===== src/rtl/timer_input_pkg.sv =====
// Package with register map, field layouts and enumerations of the timer input block
package timer_input_pkg;

   ////////////////////////////////////////////////////////////////////////////
   // Register byte offsets
   localparam logic [7:0] OFF_CTRL     = 8'h00;
   localparam logic [7:0] OFF_PRESCALE = 8'h04;
   localparam logic [7:0] OFF_EDGE     = 8'h08;
   localparam logic [7:0] OFF_STATUS   = 8'h0c;
   localparam logic [7:0] OFF_COUNT    = 8'h10;
   localparam logic [7:0] OFF_CAP_A    = 8'h14;
   localparam logic [7:0] OFF_CAP_B    = 8'h18;

   ////////////////////////////////////////////////////////////////////////////
   // Widths and prescaler taps
   localparam int COUNT_W      = 16;
   localparam int PRESC_W      = 8;
   localparam int PRE_SHIFT_LO  = 1;
   localparam int PRE_SHIFT_MID = 3;
   localparam int PRE_SHIFT_HI  = 6;

   ////////////////////////////////////////////////////////////////////////////
   // Enumerations
   typedef enum logic [1:0] {
      EDGE_FALL = 2'h0,
      EDGE_RISE = 2'h1,
      EDGE_BOTH = 2'h2,
      EDGE_NONE = 2'h3
   } edge_sel_t;

   typedef enum logic [1:0] {
      CLK_DIV_LO  = 2'h0,
      CLK_DIV_MID = 2'h1,
      CLK_DIV_HI  = 2'h2,
      CLK_EDGE_A  = 2'h3
   } clk_sel_t;

   typedef enum logic [1:0] {
      BUS_IDLE = 2'b01,
      BUS_DATA = 2'b10
   } bus_state_t;

   ////////////////////////////////////////////////////////////////////////////
   // Register field layouts (bit 0 is the last member)
   typedef struct packed {
      logic out_level;
      logic pin_is_output;
      logic cap_b_en;
      logic cap_a_en;
      logic run;
   } ctrl_t;

   typedef struct packed {
      edge_sel_t b;
      edge_sel_t a;
   } edge_cfg_t;

   typedef struct packed {
      logic level_b;
      logic level_a;
      logic ovr_b;
      logic ovr_a;
      logic cap_b;
      logic cap_a;
   } status_t;

   localparam int CTRL_W   = $bits(ctrl_t);
   localparam int EDGE_W   = $bits(edge_cfg_t);
   localparam int STATUS_W = $bits(status_t);
   localparam int FLAG_W   = 4;
   localparam int PSEL_W   = $bits(clk_sel_t);

   ////////////////////////////////////////////////////////////////////////////
   // Status bit positions for write-one clear
   localparam int STS_CAP_A = 0;
   localparam int STS_CAP_B = 1;
   localparam int STS_OVR_A = 2;
   localparam int STS_OVR_B = 3;

   ////////////////////////////////////////////////////////////////////////////
   // Reset values
   localparam ctrl_t     CTRL_RST     = ctrl_t'(5'h00);
   localparam clk_sel_t  PRESCALE_RST = CLK_DIV_LO;
   localparam edge_cfg_t EDGE_RST     = edge_cfg_t'(4'h0);

endpackage


===== src/rtl/timer_prescaler.sv =====
// Free running prescaler giving one-cycle count clock enables
`timescale 1ns/1ps
module timer_prescaler #(
   parameter int WIDTH     = timer_input_pkg::PRESC_W,
   parameter int SHIFT_LO  = timer_input_pkg::PRE_SHIFT_LO,
   parameter int SHIFT_MID = timer_input_pkg::PRE_SHIFT_MID,
   parameter int SHIFT_HI  = timer_input_pkg::PRE_SHIFT_HI
) (
   input  wire logic                      clk,     // peripheral clock
   input  wire logic                      rst_n,   // async reset, active low
   input  wire timer_input_pkg::clk_sel_t sel,     // selected division
   output logic                           tick     // one-cycle enable
);
   import timer_input_pkg::*;

   typedef struct packed {
      logic [WIDTH-1:0] cnt;
      logic             tick;
   } presc_st_t;

   presc_st_t q;
   presc_st_t d;
   logic [WIDTH-1:0] mask;

   always_comb begin
      d = q;
      case (sel)
         CLK_DIV_MID: mask = WIDTH'((1 << SHIFT_MID) - 1);
         CLK_DIV_HI:  mask = WIDTH'((1 << SHIFT_HI) - 1);
         default:     mask = WIDTH'((1 << SHIFT_LO) - 1);
      endcase
      d.cnt  = q.cnt + WIDTH'(1);
      d.tick = ((q.cnt & mask) == mask);
   end

   always_ff @(posedge clk or negedge rst_n) begin
      if (!rst_n) begin
         q <= '0;
      end else begin
         q <= d;
      end
   end

   assign tick = q.tick;

endmodule


===== src/rtl/timer_edge_filter.sv =====
// Sampled noise filter and valid-edge detector for one timer input pin
`timescale 1ns/1ps
module timer_edge_filter (
   input  wire logic                       clk,        // peripheral clock
   input  wire logic                       rst_n,      // async reset, active low
   input  wire logic                       sample_en,  // noise filter sample strobe
   input  wire logic                       enable,     // counter running
   input  wire timer_input_pkg::edge_sel_t sel,        // valid edge choice
   input  wire logic                       pin,        // pin level
   output logic                            valid_edge, // one-cycle pulse
   output logic                            level       // sampled pin level
);
   import timer_input_pkg::*;

   typedef struct packed {
      logic s1;
      logic s2;
      logic ref_lvl;
      logic edge_q;
   } filt_st_t;

   filt_st_t q;
   filt_st_t d;

   always_comb begin
      d = q;
      d.edge_q = 1'b0;
      if (sample_en) begin
         d.s1 = pin;
         d.s2 = q.s1;
      end
      // Reference level holds while stopped, so a change made then is seen on enable
      if (enable && (q.s1 == q.s2) && (q.s2 != q.ref_lvl)) begin
         d.ref_lvl = q.s2;
         case (sel)
            EDGE_RISE: d.edge_q = q.s2;
            EDGE_FALL: d.edge_q = ~q.s2;
            EDGE_BOTH: d.edge_q = 1'b1;
            default:   d.edge_q = 1'b0;
         endcase
      end
   end

   // Reference resets low: a high pin after reset gives a rising edge on enable
   always_ff @(posedge clk or negedge rst_n) begin
      if (!rst_n) begin
         q <= '0;
      end else begin
         q <= d;
      end
   end

   assign valid_edge = q.edge_q;
   assign level      = q.s2;

endmodule


===== src/rtl/timer_input_detect.sv =====
// Timer input stage: AHB-Lite registers, edge filters, count clock selection and captures
//
// Overview of operation
// - High after reset gives rising edge on enable
// - High-stop, low-restart gives falling edge
// - Low-stop, high-restart gives rising edge
// - Input a sampled fast when count clock
// - Two equal samples needed before capture
// - Shared pin is input b or output
// - Event count read from count register
//
// The AHB-Lite interface to the registers and the register offsets are this design's own decisions.
`timescale 1ns/1ps
module timer_input_detect #(
   parameter int COUNT_WIDTH = timer_input_pkg::COUNT_W
) (
   input  wire logic        hclk,               // peripheral clock
   input  wire logic        hresetn,            // async reset, active low
   input  wire logic        hsel,               // slave select
   input  wire logic [31:0] haddr,              // byte address
   input  wire logic [1:0]  htrans,             // transfer type
   input  wire logic        hwrite,             // write when high
   input  wire logic [2:0]  hsize,              // transfer size
   input  wire logic [31:0] hwdata,             // write data
   input  wire logic        hready,             // bus ready
   output logic             hreadyout,          // slave ready
   output logic             hresp,              // always OKAY
   output logic [31:0]      hrdata,             // read data
   input  wire logic        capture_input_a,    // first capture input pin
   input  wire logic        shared_port_pin_in, // shared pin level
   output logic             shared_port_pin_out,// timer output level
   output logic             shared_port_pin_oe  // high while driving shared pin
);
   import timer_input_pkg::*;

   ////////////////////////////////////////////////////////////////////////////
   // State

   typedef struct packed {
      bus_state_t              bus;
      logic [7:0]              addr;
      logic                    wr;
      logic                    ready;
      logic [31:0]             rdata;
      ctrl_t                   ctrl;
      clk_sel_t                psel;
      edge_cfg_t               edges;
      logic [COUNT_WIDTH-1:0]  count;
      logic [COUNT_WIDTH-1:0]  cap_a;
      logic [COUNT_WIDTH-1:0]  cap_b;
      logic                    flag_a;
      logic                    flag_b;
      logic                    ovr_a;
      logic                    ovr_b;
      logic                    pin_out;
      logic                    pin_oe;
   } top_st_t;

   top_st_t q;
   top_st_t d;

   logic    tick;
   logic    edge_a;
   logic    edge_b;
   logic    level_a;
   logic    level_b;
   logic    pin_b_lvl;
   logic    ext_mode;
   logic    sample_a;
   logic    b_active;
   logic    count_en;
   logic    take_a;
   logic    take_b;
   logic    accept;
   logic    wr_hit;
   status_t status;

   ////////////////////////////////////////////////////////////////////////////
   // Count clock and input stages

   timer_prescaler u_presc (
      .clk   (hclk),
      .rst_n (hresetn),
      .sel   (q.psel),
      .tick  (tick)
   );

   assign ext_mode = (q.psel == CLK_EDGE_A);
   // Input a sampled every cycle as count clock, else at the prescaled rate
   assign sample_a = ext_mode ? 1'b1 : tick;
   // Input b only exists while the shared pin is not the timer output
   assign b_active = q.ctrl.run & ~q.ctrl.pin_is_output;
   // Input b holds its own level while driving, so the driven level is no edge later
   assign pin_b_lvl = q.pin_oe ? level_b : shared_port_pin_in;

   timer_edge_filter u_edge_a (
      .clk        (hclk),
      .rst_n      (hresetn),
      .sample_en  (sample_a),
      .enable     (q.ctrl.run),
      .sel        (q.edges.a),
      .pin        (capture_input_a),
      .valid_edge (edge_a),
      .level      (level_a)
   );

   timer_edge_filter u_edge_b (
      .clk        (hclk),
      .rst_n      (hresetn),
      .sample_en  (tick),
      .enable     (b_active),
      .sel        (q.edges.b),
      .pin        (pin_b_lvl),
      .valid_edge (edge_b),
      .level      (level_b)
   );

   // Events counted from input a, otherwise from the prescaled clock
   assign count_en = q.ctrl.run & (ext_mode ? edge_a : tick);
   // No capture on input a while its edge drives the count
   assign take_a   = q.ctrl.cap_a_en & ~ext_mode & edge_a;
   assign take_b   = q.ctrl.cap_b_en & b_active & edge_b;

   assign status = '{level_b: level_b,
                     level_a: level_a,
                     ovr_b:   q.ovr_b,
                     ovr_a:   q.ovr_a,
                     cap_b:   q.flag_b,
                     cap_a:   q.flag_a};

   ////////////////////////////////////////////////////////////////////////////
   // Bus decode

   assign accept = hsel & hready & htrans[1];
   assign wr_hit = (q.bus == BUS_DATA) & q.wr;

   ////////////////////////////////////////////////////////////////////////////
   // Next state

   always_comb begin
      d = q;

      // Counter: cleared while stopped
      if (!q.ctrl.run) begin
         d.count = '0;
      end else if (count_en) begin
         d.count = q.count + COUNT_WIDTH'(1);
      end

      // Captures
      if (take_a) begin
         d.cap_a = q.count;
      end
      if (take_b) begin
         d.cap_b = q.count;
      end

      // Bus access
      case (q.bus)
         BUS_IDLE: begin
            d.ready = 1'b1;
            if (accept) begin
               d.addr  = haddr[7:0];
               d.wr    = hwrite;
               d.ready = 1'b0;
               d.bus   = BUS_DATA;
            end
         end
         BUS_DATA: begin
            d.ready = 1'b1;
            d.bus   = BUS_IDLE;
            d.rdata = '0;
            if (q.wr) begin
               case (q.addr)
                  OFF_CTRL: begin
                     d.ctrl = ctrl_t'(hwdata[CTRL_W-1:0]);
                  end
                  OFF_PRESCALE: begin
                     // Change of count clock refused while counting
                     if (!q.ctrl.run) begin
                        d.psel = clk_sel_t'(hwdata[PSEL_W-1:0]);
                     end
                  end
                  OFF_EDGE: begin
                     d.edges = edge_cfg_t'(hwdata[EDGE_W-1:0]);
                  end
                  default: begin
                  end
               endcase
            end else begin
               case (q.addr)
                  OFF_CTRL:     d.rdata = 32'(q.ctrl);
                  OFF_PRESCALE: d.rdata = 32'(q.psel);
                  OFF_EDGE:     d.rdata = 32'(q.edges);
                  OFF_STATUS:   d.rdata = 32'(status);
                  OFF_COUNT:    d.rdata = 32'(q.count);
                  OFF_CAP_A:    d.rdata = 32'(q.cap_a);
                  OFF_CAP_B:    d.rdata = 32'(q.cap_b);
                  default:      d.rdata = '0;
               endcase
            end
         end
         default: begin
            d.bus   = BUS_IDLE;
            d.ready = 1'b1;
         end
      endcase

      // Sticky flags: write one clears, a new capture in the same cycle wins
      if (wr_hit && (q.addr == OFF_STATUS)) begin
         d.flag_a = q.flag_a & ~hwdata[STS_CAP_A];
         d.flag_b = q.flag_b & ~hwdata[STS_CAP_B];
         d.ovr_a  = q.ovr_a & ~hwdata[STS_OVR_A];
         d.ovr_b  = q.ovr_b & ~hwdata[STS_OVR_B];
      end
      if (take_a) begin
         d.flag_a = 1'b1;
         d.ovr_a  = d.ovr_a | q.flag_a;
      end
      if (take_b) begin
         d.flag_b = 1'b1;
         d.ovr_b  = d.ovr_b | q.flag_b;
      end

      // Shared pin drives only in timer output function
      d.pin_oe  = d.ctrl.pin_is_output;
      d.pin_out = d.ctrl.pin_is_output & d.ctrl.out_level;
   end

   ////////////////////////////////////////////////////////////////////////////
   // Registers

   always_ff @(posedge hclk or negedge hresetn) begin
      if (!hresetn) begin
         q        <= '0;
         q.bus    <= BUS_IDLE;
         q.ready  <= 1'b1;
         q.ctrl   <= CTRL_RST;
         q.psel   <= PRESCALE_RST;
         q.edges  <= EDGE_RST;
      end else begin
         q <= d;
      end
   end

   ////////////////////////////////////////////////////////////////////////////
   // Outputs

   assign hreadyout           = q.ready;
   assign hresp               = 1'b0;
   assign hrdata              = q.rdata;
   assign shared_port_pin_out = q.pin_out;
   assign shared_port_pin_oe  = q.pin_oe;

endmodule


===== config.mk =====
export PLATFORM = sky130hd
export DESIGN_NAME = timer_input_detect
export DESIGN_NICKNAME = d
export VERILOG_FILES = /design/src/rtl/timer_input_pkg.sv /design/src/rtl/timer_prescaler.sv /design/src/rtl/timer_edge_filter.sv /design/src/rtl/timer_input_detect.sv
export SDC_FILE = /design/constraint.sdc
export NUM_CORES = 1
export LEC_CHECK = 0
export BUFFER_PORTS_ARGS = -buffer_cell sky130_fd_sc_hd__buf_2
export CELL_PAD_IN_SITES_DETAIL_PLACEMENT = 1
export CELL_PAD_IN_SITES_GLOBAL_PLACEMENT = 1
export CORE_UTILIZATION = 40
export DETAILED_ROUTE_END_ITERATION = 10
export GPL_ROUTABILITY_DRIVEN = 0
export PLACE_DENSITY = 0.81
export SLEW_MARGIN = 30
export SYNTH_ARGS = -nofsm -noshare
export SYNTH_HDL_FRONTEND = slang
export SYNTH_SLANG_ARGS = --single-unit

===== constraint.sdc =====
create_clock -name hclk -period 2.7 [get_ports hclk]
set_input_delay 0.27 -clock hclk [delete_from_list [all_inputs] [get_ports hclk]]
set_output_delay 0.27 -clock hclk [all_outputs]
set_load 0.03 [all_outputs]

==> metrics.md <==
| Metric | Value |
|---|---|
| Initial antenna violation count | `0` |
| Cts repair resizes | `0` |
| Core Box Area | `12600 µm²` |
| Status | `finished, final reports clean` |
| Hold Violations, Final | `0` |
| WHS Endpoint | `q[107]` |
| Flop2flop setup slack | `about 0.6 ns` |
| Peak VDD IR | `between 0.3 and 0.4 mV` |
| Die X-Extent | `116 µm` |
| Avg Cell Area, Syn | `9.99 µm²` |
| Crit path arrival time | `2.37 ns` |
| Place WS | `0.635 ns` |
| Worst-path fanout max | `10` |
| Vias in the first global route | `around 3.9k` |
| Sequential Area | `2680 µm²` |
| Clock root cell | `clkbuf_16` |
| Max Freq | `476 MHz` |
| Crit Reg-Reg Startpoint | `q[58]` |
| Max Root-Sink Buffers | `2` |
| Clock sink total | `107` |
| Seq/Total Area, Yosys | `0.519` |
| Synth area leaders | `dfrtp_1 51%, nand2_1 8.9%, buf_4 4.8%, mux2i_1 4.5%, mux2_1 3.3%` |
| EDFF count, synth | `0` |
| Layout area overhead | `10.4%` |
| First-pass GRT wire length | `20000 µm` |
| Layout cell share with drive strength beyond 1 | `0.158` |
| Sw frac | `0.268` |
| Drt via density | `5.17` |
| Die area | `13400 µm²` |
| CP Launch Type | `flip-flop` |
| Die Ht | `116 µm` |
| Synth area leader | `dfrtp_1` |
| DRC viols | `0` |
| FF-to-FF path depth | `5` |
| Global-route usage over all layers | `0.196` |
| Nets@finish | `618` |
| Vias | `around 3.7k` |
| Distinct cell type count of the synthesized netlist | `slightly below 60` |
| Share of synthesized registers carrying an async set or reset | `1.00` |
| Fillers | `1457` |
| Switching power | `934 µW` |
| Clock share of power | `0.396` |
| Overflow left after global routing | `0` |
| Yosys warnings | `0` |
| Setup TNS | `0 ns` |
| HP Start | `hsel` |
| RSZ-0062 raised after global routing | `no` |
| CTS Buf Count | `9` |
| Clock skew | `roughly 0.009 ns` |
| Critical path start-end classification | `reg -> reg` |
| Antenna Cells | `0` |
| Post-DP HPWL | `8360 µm` |
| Router iterations before antenna repair | `4` |
| Number of synthesized register bits | `around 110` |
| Final Max Tran Viols | `0` |
| Remaining antenna violation count | `0` |
| Register share of total power | `0.491` |
| Top_reg_cell synth | `dfrtp_1` |
| CTS clk-pin slew, worst paths | `0.07 ns` |
| Reg-to-reg critical path endpoint | `q[51]` |
| Hold Slack | `0.130 ns` |
| Final WL | `12100 µm` |
| Area of the multi-input gates | `2180 µm²` |
| Cell area after synthesis | `5160 µm²` |
| Power per Cell Area | `611 nW/µm²` |
| Critical Path RT | `2.97 ns` |
| Worst rel slew slack | `0.488` |
| Initial drt markers | `262` |
| Hold Crit Class | `in -> reg` |
| Clock latency on the worst-skew pair | `0.35 ns` |
| Fin crit share | `0.778` |
| Worst Tran Pin Value | `approximately 0.77 ns` |
| Combinational Power Share | `0.112` |
| Tmin final | `around 2.1 ns` |
| Post-Syn Instances | `517` |
| TritonCTS clock tree | `done` |
| Starting Density | `0.409` |
| I/O pin count | `112` |
| Maxcap violations | `0` |
| Htree depth | `3` |
| Worst Setup Slack, final | `0.600 ns` |
| Site Rows | `41` |
| Drt wl/cell | `between 15 and 20 µm` |
| Hold depth | `2` |
| Setup-failing EPs final | `0` |
| Int Pwr | `between 2000 and 3000 µW` |
| CP Capture Type | `flip-flop` |
| Port bufs | `39` |
| Largest net degree at the start of global routing | `67` |
| Leakage | `between 0.002 and 0.003 µW` |
| Yosys top cell area share | `0.509` |
-- synthesized netlist by cell type, types with 6 or more instances --
cell / number
xor2_1: 10
mux2_1: 15
inv_1: 6
buf_2: 7
nand3_1: 10
o31ai_1: 6
mux2_2: 9
dfrtp_1: 105
nand2_1: 122
nand4_1: 9
nor2_1: 31
clkbuf_1: 14
buf_4: 33
a21oi_1: 25
o21ai_1: 12
mux2i_1: 23
-- per-layer routing --
metal	global-route usage	part of all wire	up-vias
li1	-	-	1760
met1	0.248	0.44	1846
met2	0.346	0.51	85
met3	0.0366	0.042	7
met4	0.0513	0.0077	0
met5	0	0	-
-- sequential cells by signal, summed over array words and instances, names as in the netlist, 2 cells and up --
| signal | flops |
|---|---|
| u_edge_a.q | 2 |
| u_presc.q | 6 |
| u_edge_b.q | 2 |
| hrdata | 16 |
| q | 73 |
-- placed cells by master (no fill, tap or decap), types with 9 or more instances in the layout --
master | synthesis | routed
o21ai_1 | 12 | 12
conb_1 | 1 | 17
mux2i_1 | 23 | 23
clkbuf_16 | 0 | 9
a21oi_1 | 25 | 25
xor2_1 | 10 | 10
mux2_1 | 15 | 15
nand4_1 | 9 | 9
nand2_1 | 122 | 122
nor2_1 | 31 | 31
dfrtp_1 | 105 | 105
buf_2 | 7 | 38
nand3_1 | 10 | 10
buf_4 | 33 | 9
mux2_2 | 9 | 9
-- kinds of logic after synthesis --
| group | Yosys count | synth area share |
|---|---|---|
| and+or+nand+nor | 212 | 0.194 |
| DFF | 107 | 0.519 |
| AOI/OAI and AO/OA | 70 | 0.0853 |
| buffers and inverters | 62 | 0.0707 |
| muxes | 47 | 0.0969 |
| xor gates and xnor gates | 14 | 0.0237 |
| adders and majority gates | 4 | 0.00969 |
| other | 1 | 0.000726 |
-- worst max-delay path: stages, from the launching register on --
cell and delay [ns]:
dfrtp_1 0.44, ha_1 0.27, mux2_1 0.45, nand2_2 0.16, or4_1 0.50, a21oi_1 0.18
-- power by group through the flow --
stage | Sequential (µW) | Combinational [µW] | Clock (µW)
6_report | 1710 | 391 | 1380
5_1_grt | 1720 | 425 | 1460
4_1_cts | 1710 | 394 | 1400
3_5_place_dp | 1740 | 389 | 0
3_3_place_gp | 1740 | 375 | 0
2_1_floorplan | 1710 | 301 | 0
-- worst max-delay path by stage --
stage / from / to
5_1_grt: q[58] / q[51]
3_3_place_gp: q[58] / q[51]
2_1_floorplan: q[104] / q[60]
4_1_cts: q[58] / q[51]
6_report: q[58] / q[51]
3_5_place_dp: q[58] / q[51]
-- final cells by class --
| class | instances | area share |
|---|---|---|
| inverter | 7 | 0.00461 |
| timing repair buffer | 49 | 0.0505 |
| sequential | 107 | 0.470 |
| tap | 172 | 0.0378 |
| clock buffer | 10 | 0.0419 |
| multi-input combinational | 364 | 0.382 |
| clock inverter | 6 | 0.0127 |
-- what timing repair did --
item / in CTS / in global routing
endpoints found under the setup margin: 0 / 0
hold endpoints to repair: 39 / 0
hold buffers: 1 / 0
setup buffers: 0 / 0
-- through the flow --
step,area (µm²),instances,utilization,power (µW)
floorplan,5230,533,-,2010
global placement,5380,698,0.426,2110
detailed placement,5380,698,0.426,2130
CTS,5700,715,0.452,3510
global route,5700,715,0.452,3600
finish,5700,715,0.452,3480
(Power assumes the default switching activity.)
